$ cat config.mk
export PLATFORM = sky130hd
export DESIGN_NAME = coil_cmd
export DESIGN_NICKNAME = d
export VERILOG_FILES = /design/src/rtl/coil_cmd_pkg.sv /design/src/rtl/coil_cmd.sv
export SDC_FILE = /design/constraint.sdc
export NUM_CORES = 1
export LEC_CHECK = 0
export BUFFER_PORTS_ARGS = -buffer_cell sky130_fd_sc_hd__clkbuf_2
export CAP_MARGIN = 15
export CORE_ASPECT_RATIO = 0.75
export CORE_UTILIZATION = 64
export DETAILED_ROUTE_END_ITERATION = 8
export GPL_ROUTABILITY_DRIVEN = 0
export PLACE_DENSITY = 0.92
export SKIP_CTS_REPAIR_TIMING = 1
export SLEW_MARGIN = 15
export SYNTH_ARGS = -nofsm -noshare
export SYNTH_HDL_FRONTEND = slang
export SYNTH_SLANG_ARGS = --single-unit
$ cat constraint.sdc
create_clock -name clk -period 11.1 [get_ports clk]
set_input_delay 1.11 -clock clk [delete_from_list [all_inputs] [get_ports clk]]
set_output_delay 1.11 -clock clk [all_outputs]
set_load 0.05 [all_outputs]
$ cat src/rtl/coil_cmd_pkg.sv
// Constants for the press program coil command interpreter.
// Assumes a byte receiver and transmitter on the same 25 MHz clock.

package coil_cmd_pkg;

   localparam logic [7:0]  FUNC_WRITE_COIL  = 8'h05;
   localparam logic [7:0]  BROADCAST_ADDR   = 8'h00;
   localparam logic [15:0] FINISH_COIL_ADDR = 16'h049e;
   localparam logic [15:0] LAUNCH_COIL_ADDR = 16'h049f;
   localparam logic [15:0] COIL_ON          = 16'hff00;
   localparam logic [15:0] COIL_OFF         = 16'h0000;

   localparam int          FRAME_BYTES = 8;
   localparam logic [3:0]  FRAME_LEN   = 4'h8;
   localparam logic [3:0]  FRAME_OVER  = 4'h9;

   localparam logic [15:0] CRC_INIT = 16'hffff;
   localparam logic [15:0] CRC_POLY = 16'ha001;

   localparam int CLK_MHZ        = 25;
   localparam int SILENT_TIME_US = 1750;
   localparam int SILENT_CYCLES  = SILENT_TIME_US * CLK_MHZ;

   localparam logic        COIL_RESET  = 1'b0;
   localparam logic [15:0] NUMBER_RESET = 16'h0000;

   typedef enum logic [1:0] {
      ST_RECV  = 2'b01,
      ST_REPLY = 2'b10
   } state_t;

endpackage : coil_cmd_pkg

$ cat src/rtl/coil_cmd.sv
// Slave interpreter for the forced finish and launch coils.
// Assumes rx bytes and tx handshake come from a UART on clk.

`timescale 1ns/1ns
`default_nettype none

////////////////////////////////////////////////////////////////////

module coil_cmd
   import coil_cmd_pkg::*;
#(
   parameter int SILENT_LEN = SILENT_CYCLES
) (
   input  wire logic        clk,
   input  wire logic        rst,
   input  wire logic [3:0]  axis_number,
   input  wire logic [15:0] program_number_command,
   input  wire logic        rx_valid,
   input  wire logic [7:0]  rx_byte,
   output logic             tx_valid,
   output logic [7:0]       tx_byte,
   input  wire logic        tx_ready,
   output logic             forced_program_finish,
   output logic             press_program_launch,
   output logic [15:0]      launch_number,
   output logic             launch_refused,
   output logic             finish_coil,
   output logic             launch_coil
);

   localparam int GAP_W = $clog2(SILENT_LEN + 1);
   localparam logic [GAP_W-1:0] GAP_LAST = GAP_W'(SILENT_LEN - 1);

   ////////////////////////////////////////////////////////////////

   state_t            state_reg,  state_next;
   logic [7:0]        frame_reg  [FRAME_BYTES];
   logic [7:0]        frame_next [FRAME_BYTES];
   logic [3:0]        count_reg,  count_next;
   logic [15:0]       crc_reg,    crc_next;
   logic [GAP_W-1:0]  gap_reg,    gap_next;
   logic              quiet_reg,  quiet_next;
   logic              bad_reg,    bad_next;
   logic [2:0]        idx_reg,    idx_next;
   logic [7:0]        txb_reg,    txb_next;
   logic              fin_reg,    fin_next;
   logic              lau_reg,    lau_next;
   logic              finp_reg,   finp_next;
   logic              laup_reg,   laup_next;
   logic              refp_reg,   refp_next;
   logic [15:0]       num_reg,    num_next;

   logic [7:0]  f_addr;
   logic [7:0]  f_func;
   logic [15:0] f_coil;
   logic [15:0] f_data;
   logic [7:0]  own_addr;
   logic        frame_end;
   logic        good;
   logic        for_us;
   logic        known;
   logic        act;

   // One byte of the reflected CRC-16 with polynomial a001.
   function automatic logic [15:0] crc_step(
      input logic [15:0] c,
      input logic [7:0]  b
   );
      logic [15:0] r;
      r = c ^ {8'h00, b};
      for (int i = 0; i < 8; i++) begin
         r = r[0] ? ((r >> 1) ^ CRC_POLY) : (r >> 1);
      end
      return r;
   endfunction : crc_step

   ////////////////////////////////////////////////////////////////

   assign f_addr   = frame_reg[0];
   assign f_func   = frame_reg[1];
   assign f_coil   = {frame_reg[2], frame_reg[3]};
   assign f_data   = {frame_reg[4], frame_reg[5]};
   assign own_addr = {4'h0, axis_number} + 8'h01;

   // The frame closes once the line has stayed silent long enough.
   assign frame_end = (state_reg == ST_RECV) && !rx_valid
                      && (count_reg != 4'h0)
                      && (gap_reg == GAP_LAST);

   // Running the CRC over the check bytes too leaves zero if intact.
   assign good = (count_reg == FRAME_LEN) && !bad_reg
                 && (crc_reg == 16'h0000);

   assign for_us = (f_addr == own_addr)
                   || (f_addr == BROADCAST_ADDR);

   // Anything else is dropped silently, no exception frame.
   assign known = (f_func == FUNC_WRITE_COIL)
                  && ((f_coil == FINISH_COIL_ADDR)
                      || (f_coil == LAUNCH_COIL_ADDR))
                  && ((f_data == COIL_ON)
                      || (f_data == COIL_OFF));

   assign act = frame_end && good && for_us && known;

   ////////////////////////////////////////////////////////////////

   always_comb begin
      state_next = state_reg;
      frame_next = frame_reg;
      count_next = count_reg;
      crc_next   = crc_reg;
      gap_next   = gap_reg;
      quiet_next = quiet_reg;
      bad_next   = bad_reg;
      idx_next   = idx_reg;
      txb_next   = txb_reg;
      fin_next   = fin_reg;
      lau_next   = lau_reg;
      finp_next  = 1'b0;
      laup_next  = 1'b0;
      refp_next  = 1'b0;
      num_next   = num_reg;

      unique case (state_reg)
         ST_RECV: begin
            if (rx_valid) begin
               gap_next = '0;
               crc_next = crc_step(crc_reg, rx_byte);
               // A frame must follow a silent interval.
               if (!quiet_reg) begin
                  bad_next = 1'b1;
               end
               if (count_reg < FRAME_LEN) begin
                  frame_next[count_reg[2:0]] = rx_byte;
                  count_next = count_reg + 4'h1;
               end else begin
                  count_next = FRAME_OVER;
               end
            end else if (gap_reg != GAP_LAST) begin
               gap_next = gap_reg + GAP_W'(1);
            end else begin
               quiet_next = 1'b1;
            end

            if (frame_end) begin
               count_next = 4'h0;
               crc_next   = CRC_INIT;
               bad_next   = 1'b0;
            end

            if (act && (f_coil == FINISH_COIL_ADDR)) begin
               fin_next = (f_data == COIL_ON);
               if (!fin_reg && (f_data == COIL_ON)) begin
                  finp_next = 1'b1;
               end
            end

            if (act && (f_coil == LAUNCH_COIL_ADDR)) begin
               lau_next = (f_data == COIL_ON);
               if (!lau_reg && (f_data == COIL_ON)) begin
                  if (fin_reg) begin
                     refp_next = 1'b1;
                  end else begin
                     laup_next = 1'b1;
                     num_next  = program_number_command;
                  end
               end
            end

            if (act && (f_addr != BROADCAST_ADDR)) begin
               state_next = ST_REPLY;
               idx_next   = 3'h0;
               txb_next   = frame_reg[0];
            end
         end

         ST_REPLY: begin
            if (tx_ready) begin
               if (idx_reg == 3'h7) begin
                  state_next = ST_RECV;
                  gap_next   = '0;
               end else begin
                  idx_next = idx_reg + 3'h1;
                  txb_next = frame_reg[idx_reg + 3'h1];
               end
            end
         end

         default: begin
            state_next = ST_RECV;
         end
      endcase
   end

   always_ff @(posedge clk or posedge rst) begin
      if (rst) begin
         state_reg <= ST_RECV;
         for (int i = 0; i < FRAME_BYTES; i++) begin
            frame_reg[i] <= 8'h00;
         end
         count_reg <= 4'h0;
         crc_reg   <= CRC_INIT;
         gap_reg   <= '0;
         quiet_reg <= 1'b0;
         bad_reg   <= 1'b0;
         idx_reg   <= 3'h0;
         txb_reg   <= 8'h00;
         fin_reg   <= COIL_RESET;
         lau_reg   <= COIL_RESET;
         finp_reg  <= 1'b0;
         laup_reg  <= 1'b0;
         refp_reg  <= 1'b0;
         num_reg   <= NUMBER_RESET;
      end else begin
         state_reg <= state_next;
         frame_reg <= frame_next;
         count_reg <= count_next;
         crc_reg   <= crc_next;
         gap_reg   <= gap_next;
         quiet_reg <= quiet_next;
         bad_reg   <= bad_next;
         idx_reg   <= idx_next;
         txb_reg   <= txb_next;
         fin_reg   <= fin_next;
         lau_reg   <= lau_next;
         finp_reg  <= finp_next;
         laup_reg  <= laup_next;
         refp_reg  <= refp_next;
         num_reg   <= num_next;
      end
   end

   ////////////////////////////////////////////////////////////////

   assign tx_valid              = (state_reg == ST_REPLY);
   assign tx_byte               = txb_reg;
   assign forced_program_finish = finp_reg;
   assign press_program_launch  = laup_reg;
   assign launch_number         = num_reg;
   assign launch_refused        = refp_reg;
   assign finish_coil           = fin_reg;
   assign launch_coil           = lau_reg;

   ////////////////////////////////////////////////////////////////

   AST_FINISH_EDGE: assert property (
      @(posedge clk) disable iff (rst)
      finp_reg |-> fin_reg && !$past(fin_reg)
                   && ($past(f_data) == COIL_ON))
      else $error("finish pulse without an OFF to ON edge");

   AST_LAUNCH_BLOCKED: assert property (
      @(posedge clk) disable iff (rst)
      fin_reg && $stable(fin_reg) |-> !laup_reg)
      else $error("launch accepted while finish coil is ON");

   AST_FINISH_ADDR: assert property (
      @(posedge clk) disable iff (rst)
      finp_reg |-> ($past(f_coil) == FINISH_COIL_ADDR)
                   && ($past(f_func) == FUNC_WRITE_COIL))
      else $error("finish pulse from a wrong coil or function");

   AST_LAUNCH_NUMBER: assert property (
      @(posedge clk) disable iff (rst)
      laup_reg |-> num_reg == $past(program_number_command))
      else $error("launch number is not the commanded one");

   AST_LAUNCH_ADDR: assert property (
      @(posedge clk) disable iff (rst)
      laup_reg |-> ($past(f_coil) == LAUNCH_COIL_ADDR)
                   && ($past(f_data) == COIL_ON))
      else $error("launch pulse from a wrong coil or data");

   AST_CRC_CHECKED: assert property (
      @(posedge clk) disable iff (rst)
      (finp_reg || laup_reg) |-> ($past(crc_reg) == 16'h0000)
                                 && ($past(count_reg) == FRAME_LEN))
      else $error("action taken on a bad CRC or length");

   AST_ECHO_FIRST: assert property (
      @(posedge clk) disable iff (rst)
      $rose(tx_valid) |-> tx_byte == frame_reg[0])
      else $error("echo does not start with the query address");

   AST_ECHO_HOLD: assert property (
      @(posedge clk) disable iff (rst)
      tx_valid && !tx_ready |=> tx_valid && $stable(tx_byte))
      else $error("reply byte changed before it was taken");

   AST_BAD_IGNORED: assert property (
      @(posedge clk) disable iff (rst)
      frame_end && !known |=> !(finp_reg || laup_reg || refp_reg || tx_valid))
      else $error("action or reply on an invalid query");

   AST_SILENCE: assert property (
      @(posedge clk) disable iff (rst)
      $rose(tx_valid) |-> $past(gap_reg) == GAP_LAST)
      else $error("reply started before the silent interval");

   AST_NO_BCAST_REPLY: assert property (
      @(posedge clk) disable iff (rst)
      tx_valid |-> f_addr == own_addr)
      else $error("reply sent for a foreign or broadcast frame");

endmodule : coil_cmd

`default_nettype wire

==> results.tsv, run 1 <==
stage	metric	value	unit
detailed_routing	drt-total-wl	16.6	mm
placed_design	io_buffers	61	
grt	antenna_found_initial	0	
clock_network	cts.clk_slew.worst_paths	0.06	ns
power_and_ir_drop	p_switching	0.573	mW
clock_network	cts_buffers	17	
setup_path	crit_top_cell	or3_1	
die	rows	32	
setup_path	reg2reg_depth	7	
clock_network	tritoncts	done	
sta	hold_violations	0	
yosys	synth_edf_count	0	
yosys	syn-num-nets	595	
grt	grt.total_usage	0.323	
die	core_area	10300	um^2
sta	drv_slew	0	
clock_network	cts_root_buf	clkbuf_16	
grt	grt_pass1_vias	5022	
power_and_ir_drop	power_frac_clock	0.315	
yosys	async_flop_share	1.00	
die	die_x	121	um
sta	max_freq	0.286	GHz
power_and_ir_drop	p_per_area	243	nW/um^2
detailed_routing	wire_per_inst	22.0	um
final_layout	layout-drive-gt1-share	0.364	
yosys	ys_warn_count	0	
clock_network	clock_latency	0.42	ns
placed_design	dpl.hpwl	10.6	mm
clock_network	cts_sinks	136	
sta	max_slew_margin	0.282	
sta	finalSetupTns	0	ns
clock_network	clockBufferDepth	2	
yosys	synth.distinct_cells	57	
die	ios	62	
grt	grt_max_degree	82	
placed_design	dpl_worst_slack	7.46	ns
yosys	ys.flop_type	dfrtp_1	
setup_path	cp.arrival	3.80	ns
final_layout	mostFrequentLayoutCell	dfrtp_1	
sta	clock-skew-final	0.00979	ns
yosys	synth_area	6760	um^2
grt	grt_pass1_wl	26.5	mm
job	cap_violations	0	
detailed_routing	antenna_left	0	
yosys	postSynthCellCount	554	
setup_path	max_stage_delay	0.55	ns
final_layout	areaGrowthSynthToFinish	14.9	%
worst_hold_path	whs_path_depth	1	
power_and_ir_drop	ir_drop	0.144	mV
final_layout	n_antenna_cell	0	
detailed_routing	viasPerCell	6.54	
power_and_ir_drop	switching_share	0.303	
run_status	status	finished, final reports clean	
setup_path	cp_cell_sequence	ha_1 -> nand4b_1 -> or3_1 -> or3_1 -> a2111oi_4 -> nand4_4 -> mux2_4	
sta	fin_crit	3.50	ns
grt	grt.overflow.total	0	
final_layout	layout.nets	649	
power_and_ir_drop	seq_power_share	0.431	
detailed_routing	drt-initial-drc-count	394	
yosys	seq_area_frac_synth	0.506	
sta	worst_slew_pin_slew	1.07	ns
power_and_ir_drop	p_total	1.89	mW
setup_path	critPathKind	reg2reg	
setup_path	crit_slowest_cell	or3_1	
die	initial_core_util	0.657	
die	dieArea	11000	um^2
detailed_routing	first_pass_iters	6	
sta	rsz0062_at_grt	no	
detailed_routing	drc_errors	0	
sta	hold_ws	0.482	ns
final_layout	mostFrequentLayoutCells	dfrtp_1 (118), mux2_2 (78), clkbuf_2 (61)	
final_layout	instances_no_fill	757	
clock_network	cts.htree.levels	4	
yosys	synth-seq-cells	136	
sta	setup_ws	7.60	ns
power_and_ir_drop	leakagePower	3.47	nW
setup_path	worstPathMaxFanout	16	
setup_path	cp-start-kind	flop	
worst_hold_path	min_path_type	reg2reg	
yosys	synth.avg_cell_area	12.2	um^2
die	die_h	91.0	um
setup_path	end_kind	flop	
setup_path	cp.required	11.40	ns
sta	setup_viol_count_final	0	
detailed_routing	num_vias	4952	
sta	min_period_over_period	0.315	
power_and_ir_drop	combPwrFrac	0.254	
placed_design	dp.cells	725	
power_and_ir_drop	p_int	1.32	mW
## power groups by stage
stage               sequential, mW  combinational, mW  clock [mW]
floorplan                    0.753              0.400           0
global placement             0.798              0.443           0
detailed placement           0.812              0.467           0
CTS                          0.809              0.480       0.597
global route                 0.832              0.520       0.616
finish                       0.816              0.481       0.596
## worst max-delay path, delay by kind of cell (launching register included)
family          cells  cell delay [ns]
compound gates      1             0.45
fa+ha+maj           1             0.35
flops               1             0.53
mux                 1             0.43
simple gates        4             1.60
## final timing paths
| check | from | end | slack (ns) |
|---|---|---|---|
| min | quiet_reg | bad_reg | 0.48 |
| max in group asynchronous | rst | f_func[6] | 8.96 |
| min reg2reg | quiet_reg | bad_reg | 0.48 |
| max | state_reg[0] | launch_number[3] | 7.60 |
| max reg2reg | state_reg[0] | launch_number[3] | 7.60 |
| min in group asynchronous | rst | press_program_launch | 0.90 |
## layout make-up
class                      instances  area [um^2]
timing repair buffer              65          335
fill                             610         2520
tap                              136          170
multi-input combinational        372         3150
clock inverter                    12          176
clock buffer                      20          447
inverter                          16         62.6
sequential                       136         3430
## synthesized netlist by cell type (4+ instances only)
cell      count  area share
a21oi_1      19       0.014
buf_1         4      0.0022
clkbuf_1     21       0.012
dfrtp_1     119        0.44
dfstp_2      17       0.066
ha_1          9       0.017
inv_1        16      0.0089
mux2_2       78        0.13
mux2_4       10       0.022
mux2i_1      11       0.016
mux4_2       16       0.053
nand2_1      28       0.016
nand3_1       7      0.0052
nand4_1       8      0.0074
nor2_1       38       0.021
nor2b_1       5      0.0046
nor3_1       12      0.0089
nor4_1       14       0.013
o21ai_0      22       0.016
o22a_1        8       0.010
o31ai_1       5      0.0056
or2_2         4      0.0037
or3_1         5      0.0046
xnor2_1      23       0.030
xor2_1        8       0.010
## kinds of logic (layout without fill, tap and decap cells)
logic type                 after synthesis  after routing  share of synthesized area
and+or+nand+nor                        140            140                      0.110
DFF                                    136            136                      0.506
muxes                                  115            115                      0.222
AOI/OAI and AO/OA                       76             76                     0.0746
buffers and inverters                   46            113                     0.0278
xor gates and xnor gates                32             32                     0.0435
adders and majority gates                9              9                     0.0167
## through the flow
step / utilization / cell area [um^2]
2_1_floorplan: - / 6760
3_3_place_gp: 0.694 / 7140
3_5_place_dp: 0.694 / 7140
4_1_cts: 0.755 / 7770
5_1_grt: 0.755 / 7770
6_report: 0.755 / 7770
## metal layers
layer | up-vias | global-route usage | part of all wire
met3 | 55 | 0.0854 | 0.086
met2 | 282 | 0.522 | 0.48
met1 | 2486 | 0.412 | 0.40
met4 | 0 | 0.142 | 0.029
li1 | 2129 | - | -
met5 | - | 0 | 0
No activity file was read; power rests on OpenSTA's default activity.
==> inputs of run 2 (changes only) <==
--- a/config.mk
+++ b/config.mk
@@ -8,10 +8,10 @@
 export BUFFER_PORTS_ARGS = -buffer_cell sky130_fd_sc_hd__clkbuf_2
 export CAP_MARGIN = 15
 export CORE_ASPECT_RATIO = 0.75
-export CORE_UTILIZATION = 64
+export CORE_UTILIZATION = 54
 export DETAILED_ROUTE_END_ITERATION = 8
 export GPL_ROUTABILITY_DRIVEN = 0
-export PLACE_DENSITY = 0.92
+export PLACE_DENSITY = 0.83
 export SKIP_CTS_REPAIR_TIMING = 1
 export SLEW_MARGIN = 15
 export SYNTH_ARGS = -nofsm -noshare
==> constraint.sdc (replaced) <==
create_clock -name clk -period 3.2 [get_ports clk]
set_input_delay 0.32 -clock clk [delete_from_list [all_inputs] [get_ports clk]]
set_output_delay 0.32 -clock clk [all_outputs]
set_load 0.05 [all_outputs]
==> results.tsv, run 2 (same netlist as run 1, synthesis figures left out) <==
stage	metric	value	unit	change
run_status	status	finished, final reports clean		unchanged
power_and_ir_drop	seq_power_share	0.428		was 0.431
clock_network	cts_sinks	136		unchanged
final_layout	areaGrowthSynthToFinish	17.9	%	was 14.9%
worst_hold_path	hold_end	launch_number[8]		was bad_reg
placed_design	dpl_worst_slack	0.125	ns	was 7.46 ns
die	die_x	131	um	was 121 um
setup_path	r2r_end	launch_number[0]		was launch_number[3]
sta	finalSetupTns	0	ns	unchanged
sta	fin_crit	2.94	ns	was 3.50 ns
setup_path	cp_cell_sequence	ha_1 -> nand4b_1 -> or3_1 -> or3_1 -> a2111oi_4 -> nand4_4 -> buf_12 -> mux2_4		was ha_1 -> nand4b_1 -> or3_1 -> or3_1 -> a2111oi_4 -> nand4_4 -> mux2_4
final_layout	mostFrequentLayoutCells	dfrtp_1 (119), mux2_2 (78), clkbuf_2 (61)		was dfrtp_1 (118), mux2_2 (78), clkbuf_2 (61)
power_and_ir_drop	p_switching	2.01	mW	was 0.573 mW
setup_path	end_kind	flop		unchanged
final_layout	n_antenna_cell	0		unchanged
grt	antenna_found_initial	0		unchanged
final_layout	nFillCells	841		was 610
die	die_h	98.9	um	was 91.0 um
sta	max_freq	0.340	GHz	was 0.286 GHz
power_and_ir_drop	ir_drop	0.560	mV	was 0.144 mV
setup_path	reg2reg_depth	8		was 7
setup_path	max_stage_delay	0.53	ns	was 0.55 ns
detailed_routing	num_vias	4902		was 4,952
final_layout	layout-drive-gt1-share	0.376		was 0.364
job	cap_violations	0		unchanged
power_and_ir_drop	p_int	4.60	mW	was 1.32 mW
power_and_ir_drop	leakagePower	3.55	nW	was 3.47 nW
setup_path	r2r_start	state_reg[0]		unchanged
worst_hold_path	whs_path_depth	2		was 1
sta	min_period_over_period	0.919		was 0.315
clock_network	cts.clk_slew.worst_paths	0.06	ns	about the same
die	core_area	11900	um^2	was 10,300 um^2
detailed_routing	wl_met1	7.03	mm	was 6.67 mm
sta	drv_slew	0		unchanged
sta	clock-skew-final	0.00683	ns	was 0.00979 ns
placed_design	dpl.hpwl	10.8	mm	was 10.6 mm
detailed_routing	antenna_left	0		unchanged
final_layout	layout.nets	663		was 649
grt	grt.total_usage	0.264		was 0.323
detailed_routing	wire_per_inst	20.0	um	was 22.0 um
detailed_routing	drt-initial-drc-count	321		was 394
setup_path	cp.required	3.50	ns	was 11.40 ns
setup_path	r2r_slack	0.26	ns	was 7.60 ns
grt	grt_pass1_vias	5038		was 5,022
setup_path	worstPathMaxFanout	16		unchanged
grt	grt_max_degree	48		was 82
detailed_routing	first_pass_iters	4		was 6
power_and_ir_drop	switching_share	0.304		was 0.303
die	dieArea	13000	um^2	was 11,000 um^2
worst_hold_path	min_path_type	in2reg		was reg2reg
die	rows	34		was 32
grt	grt.overflow.total	0		unchanged
setup_path	cp-start-kind	flop		unchanged
setup_path	cp.arrival	3.24	ns	was 3.80 ns
die	ios	62		unchanged
die	initial_core_util	0.568		was 0.657
clock_network	cts_root_buf	clkbuf_16		unchanged
sta	setup_ws	0.261	ns	was 7.60 ns
clock_network	tritoncts	done		unchanged
clock_network	cts.htree.levels	4		unchanged
sta	rsz0062_at_grt	no		unchanged
sta	hold_violations	0		unchanged
detailed_routing	drt-total-wl	15.9	mm	was 16.6 mm
sta	worst_slew_pin_slew	0.805	ns	was 1.07 ns
setup_path	crit_top_cell	or3_1		unchanged
power_and_ir_drop	power_frac_clock	0.318		was 0.315
detailed_routing	routed.top_layer	met4		unchanged
final_layout	mostFrequentLayoutCell	dfrtp_1		unchanged
power_and_ir_drop	p_per_area	830	nW/um^2	was 243 nW/um^2
sta	setup_viol_count_final	0		unchanged
setup_path	critPathKind	reg2reg		unchanged
setup_path	crit_slowest_cell	dfstp_2		was or3_1
worst_hold_path	hp-start	program_number_command[8]		was quiet_reg
clock_network	clockBufferDepth	2		unchanged
clock_network	clock_latency	0.42	ns	about the same
detailed_routing	viasPerCell	6.15		was 6.54
clock_network	cts_buffers	17		unchanged
grt	grt_pass1_wl	26.3	mm	was 26.5 mm
detailed_routing	wl_met3	1.15	mm	was 1.43 mm
power_and_ir_drop	combPwrFrac	0.255		was 0.254
detailed_routing	drc_errors	0		unchanged
sta	max_slew_margin	0.463		was 0.282
detailed_routing	dr_wl_met2	7.50	mm	was 8.05 mm
placed_design	io_buffers	61		unchanged
==> run 2: area by class of cell <==
cell class,instances,area (um^2),area share
Timing Repair Buffer,79,493,0.0618
Inverter,16,63.8,0.00801
Tap cell,162,203,0.0254
Multi-Input combinational cell,372,3150,0.395
Clock buffer,18,439,0.0551
Sequential cell,136,3420,0.430
Clock inverter,14,198,0.0248
==> run 2: worst max-delay path: cells and delay by family (launching register included) <==
| family | cells | cell delay [ns] |
|---|---|---|
| compound gates | 1 | 0.43 |
| flops | 1 | 0.53 |
| fa+ha+maj | 1 | 0.16 |
| buf+inv | 1 | 0.19 |
| simple gates | 4 | 1.21 |
| mux | 1 | 0.30 |
==> run 2: per-layer routing <==
layer,vias up,track usage
li1,2163,-
met5,-,0
met1,2507,0.363
met2,210,0.423
met4,0,0.0860
met3,22,0.0535
==> run 2: power by group through the flow <==
| stage | registers (mW) | clock network [mW] | logic (mW) |
|---|---|---|---|
| detailed placement | 2.83 | 0 | 1.65 |
| global route | 2.90 | 2.19 | 1.83 |
| global placement | 2.78 | 0 | 1.57 |
| finish | 2.83 | 2.10 | 1.68 |
| CTS | 2.81 | 2.12 | 1.68 |
| floorplan | 2.61 | 0 | 1.39 |
==> run 2: how the worst max path moves through the flow <==
stage,from,endpoint,cells after the start
after floorplan,state_reg[0],launch_number[0],11
after global placement,state_reg[0],launch_number[4],7
after detailed placement,state_reg[0],launch_number[0],7
after CTS,state_reg[0],launch_number[0],7
after global routing,state_reg[0],launch_number[0],8
final,state_reg[0],launch_number[0],8
==> run 2: metrics by stage <==
step	instances	utilization	hold WS, ns	instance area, um^2	power, mW
CTS	794	0.665	0.125	7920	6.61
global route	797	0.669	0.131	7970	6.92
detailed placement	762	0.612	0.448	7280	4.48
finish	797	0.669	0.134	7970	6.62
floorplan	554	-	0.410	6770	4.00
global placement	762	0.612	0.432	7280	4.35
==> inputs of run 3 (changes only) <==
--- a/config.mk
+++ b/config.mk
@@ -5,10 +5,12 @@
 export SDC_FILE = /design/constraint.sdc
 export NUM_CORES = 1
 export LEC_CHECK = 0
+export ABC_AREA = 1
 export BUFFER_PORTS_ARGS = -buffer_cell sky130_fd_sc_hd__clkbuf_2
 export CAP_MARGIN = 15
 export CORE_ASPECT_RATIO = 0.75
 export CORE_UTILIZATION = 54
+export CTS_CLUSTER_SIZE = 20
 export DETAILED_ROUTE_END_ITERATION = 8
 export GPL_ROUTABILITY_DRIVEN = 0
 export PLACE_DENSITY = 0.83
==> constraint.sdc (replaced) <==
create_clock -name clk -period 3.2 [get_ports clk]
set_input_delay 0.16 -clock clk [delete_from_list [all_inputs] [get_ports clk]]
set_output_delay 0.16 -clock clk [all_outputs]
set_load 0.05 [all_outputs]
==> results.tsv, run 3 <==
stage	metric	value	unit	change
yosys	synth.avg_cell_area	8.16	um^2	was 12.2 um^2
yosys	yosys.cell_count.top_type	nand2_1		was dfrtp_1
die	initial_core_util	0.562		was 0.568
yosys	seq_area_frac_synth	0.488		was 0.506
yosys	syn-num-nets	900		was 595
sta	setup_viol_count_final	0		unchanged
die	rows	35		was 34
final_layout	layout.nets	962		was 663
final_layout	layout-drive-gt1-share	0.160		was 0.376
clock_network	cts_buffers	17		unchanged
sta	setup_ws	0.540	ns	was 0.261 ns
sta	rsz0062_at_grt	no		unchanged
clock_network	cts.clk_slew.worst_paths	0.06	ns	about the same
die	core_area	12500	um^2	was 11,900 um^2
clock_network	cts_sinks	136		unchanged
yosys	postSynthCellCount	859		was 554
yosys	synth_edf_count	0		unchanged
power_and_ir_drop	leakagePower	3.90	nW	was 3.55 nW
worst_hold_path	min_path_type	in2async		was in2reg
setup_path	cp-start-kind	flop		unchanged
final_layout	n_antenna_cell	0		unchanged
yosys	synth-seq-cells	136		unchanged
yosys	ys_warn_count	0		unchanged
sta	fin_crit	2.66	ns	was 2.94 ns
detailed_routing	wire_per_inst	16.6	um	was 20.0 um
die	dieArea	13500	um^2	was 13,000 um^2
yosys	async_flop_share	1.00		unchanged
grt	grt.total_usage	0.284		was 0.264
final_layout	mostFrequentLayoutCells	nand2_1 (215), o21ai_0 (122), dfrtp_1 (119)		was dfrtp_1 (119), mux2_2 (78), clkbuf_2 (61)
setup_path	cp.arrival	3.02	ns	was 3.24 ns
yosys	synth_top_cell_by_area	dfrtp_1		unchanged
clock_network	clockBufferDepth	2		unchanged
yosys	ys.flop_type	dfrtp_1		unchanged
yosys	yosysTopAreaCellShare	0.425		was 0.440
detailed_routing	num_vias	6339		was 4,902
setup_path	worstPathMaxFanout	11		was 16
die	die_x	134	um	was 131 um
final_layout	seqCellArea	3420	um^2	unchanged
grt	grt_pass1_vias	5877		was 5,038
setup_path	reg2reg_depth	12		was 8
setup_path	critPathKind	reg2reg		unchanged
die	ios	62		unchanged
grt	grt.overflow.total	0		unchanged
sta	worst_slew_pin_slew	0.902	ns	was 0.805 ns
clock_network	cts_root_buf	clkbuf_16		unchanged
detailed_routing	drc_errors	0		unchanged
power_and_ir_drop	ir_drop	0.489	mV	was 0.560 mV
final_layout	nFillCells	1049		was 841
sta	min_period_over_period	0.831		was 0.919
die	die_h	101	um	was 98.9 um
setup_path	r2r_start	state_reg[0]		unchanged
final_layout	mostFrequentLayoutCell	nand2_1		was dfrtp_1
job	cap_violations	0		unchanged
run_status	violations	hold timing		
final_layout	multi_input_area	3080	um^2	was 3150 um^2
sta	clock-skew-final	0.00694	ns	was 0.00683 ns
sta	hold_ws	-0.0706	ns	was 0.134 ns
setup_path	end_kind	flop		unchanged
clock_network	clock_latency	0.42	ns	about the same
clock_network	cts.htree.levels	4		unchanged
detailed_routing	drt-initial-drc-count	715		was 321
yosys	synth_area	7010	um^2	was 6760 um^2
clock_network	tritoncts	done		unchanged
yosys	synth_common_cells	nand2_1 (215), o21ai_0 (122), dfrtp_1 (119), inv_1 (81), nor2_1 (61)		was dfrtp_1 (119), mux2_2 (78), nor2_1 (38), nand2_1 (28), xnor2_1 (23)
power_and_ir_drop	p_per_area	906	nW/um^2	was 830 nW/um^2
setup_path	r2r_slack	0.54	ns	was 0.26 ns
setup_path	cp.required	3.56	ns	was 3.50 ns
grt	grt_pass1_wl	29.5	mm	was 26.3 mm
grt	grt_max_degree	137		was 48
setup_path	r2r_end	gap_reg[12]		was launch_number[0]
yosys	synth.distinct_cells	49		was 57
run_status	status	finished with violations		was finished, final reports clean
detailed_routing	drt-total-wl	18.3	mm	was 15.9 mm
placed_design	dpl.hpwl	12.1	mm	was 10.8 mm
detailed_routing	first_pass_iters	6		was 4
yosys	synthTopCellsByArea	dfrtp_1 (42%), nand2_1 (12%), o21ai_0 (8.7%), dfstp_2 (6.4%), inv_1 (4.3%)		was dfrtp_1 (44%), mux2_2 (13%), dfstp_2 (6.6%), mux4_2 (5.3%), xnor2_1 (3.0%)
placed_design	io_buffers	61		unchanged
sta	max_freq	0.376	GHz	was 0.340 GHz
sta	max_slew_margin	0.399		was 0.463
grt	antenna_found_initial	0		unchanged
sta	finalSetupTns	0	ns	unchanged
sta	drv_slew	0		unchanged
placed_design	dpl_worst_slack	0.641	ns	was 0.125 ns
final_layout	areaGrowthSynthToFinish	14.6	%	was 17.9%
detailed_routing	viasPerCell	5.76		was 6.15
detailed_routing	antenna_left	0		unchanged
sta	hold_violations	96		was 0
==> run 3: changes by cell type in the layout (fill, tap and decap cells not counted), sizes merged, moves of 17 or more <==
cell	delta
o21ai	+112
inv	+74
mux2	-88
nand4	+27
nand3	+24
nor2	+29
nand2	+193
xnor2	-17
==> run 3: worst max-delay path, stage by stage, from the launching register on <==
cell	delay, ns
dfstp_2	0.38
inv_1	0.06
ha_1	0.41
clkinv_1	0.37
a21oi_1	0.26
nor2_1	0.07
nand2_1	0.32
inv_1	0.22
nand2_1	0.12
inv_1	0.07
a21oi_1	0.15
o21ai_0	0.10
inv_1	0.06
==> run 3: metal layers <==
| layer | part of all wire | global-route usage | routed length, um | vias to the layer above |
|---|---|---|---|---|
| met5 | 0 | 0 | 0 | - |
| met4 | 0.018 | 0.0892 | 336 | 0 |
| met3 | 0.088 | 0.0860 | 1620 | 39 |
| met2 | 0.44 | 0.417 | 7960 | 264 |
| met1 | 0.46 | 0.402 | 8370 | 3045 |
| li1 | - | - | - | 2991 |
==> run 3: area by class of cell <==
type	instances	area share
Sequential cell	136	0.426
Inverter	91	0.0430
Clock inverter	14	0.0156
Tap cell	166	0.0258
Clock buffer	18	0.0546
Timing Repair Buffer	72	0.0520
Multi-Input combinational cell	603	0.383
==> run 3: metrics by stage <==
| stage | power (mW) | util | hold WS, ns | cells | area (um^2) |
|---|---|---|---|---|---|
| 2_1_floorplan | 4.62 | - | 0.308 | 859 | 7020 |
| 3_3_place_gp | 5.21 | 0.593 | 0.409 | 1061 | 7400 |
| 3_5_place_dp | 5.30 | 0.593 | 0.408 | 1061 | 7400 |
| 4_1_cts | 7.22 | 0.638 | -0.0313 | 1093 | 7970 |
| 5_1_grt | 7.75 | 0.644 | 0.00120 | 1100 | 8040 |
| 6_report | 7.28 | 0.644 | -0.0706 | 1100 | 8040 |
==> run 3: worst max-delay path by stage <==
stage	depth (start not counted)	to	startpoint
after floorplan	13	gap_reg[13]	state_reg[0]
after CTS	11	launch_number[14]	count_reg[0]
after global placement	12	gap_reg[12]	state_reg[0]
final	12	gap_reg[12]	state_reg[0]
after detailed placement	11	launch_number[3]	count_reg[0]
after global routing	11	launch_number[14]	count_reg[0]
==> run 3: where the power goes <==
group	internal (mW)	switching, mW	leakage (nW)
Clock	1.09	0.790	0.249
Combinational	0.829	1.81	1.89
Sequential	2.32	0.441	1.76
Total	4.24	3.05	3.90
==> run 3: cell families after synthesis <==
family          count (synthesis)  share of synthesized area
flops                         136                      0.488
buf+inv                       120                     0.0728
simple gates                  376                      0.243
compound gates                200                      0.156
fa+ha+maj                       9                     0.0161
xor+xnor                       18                     0.0244
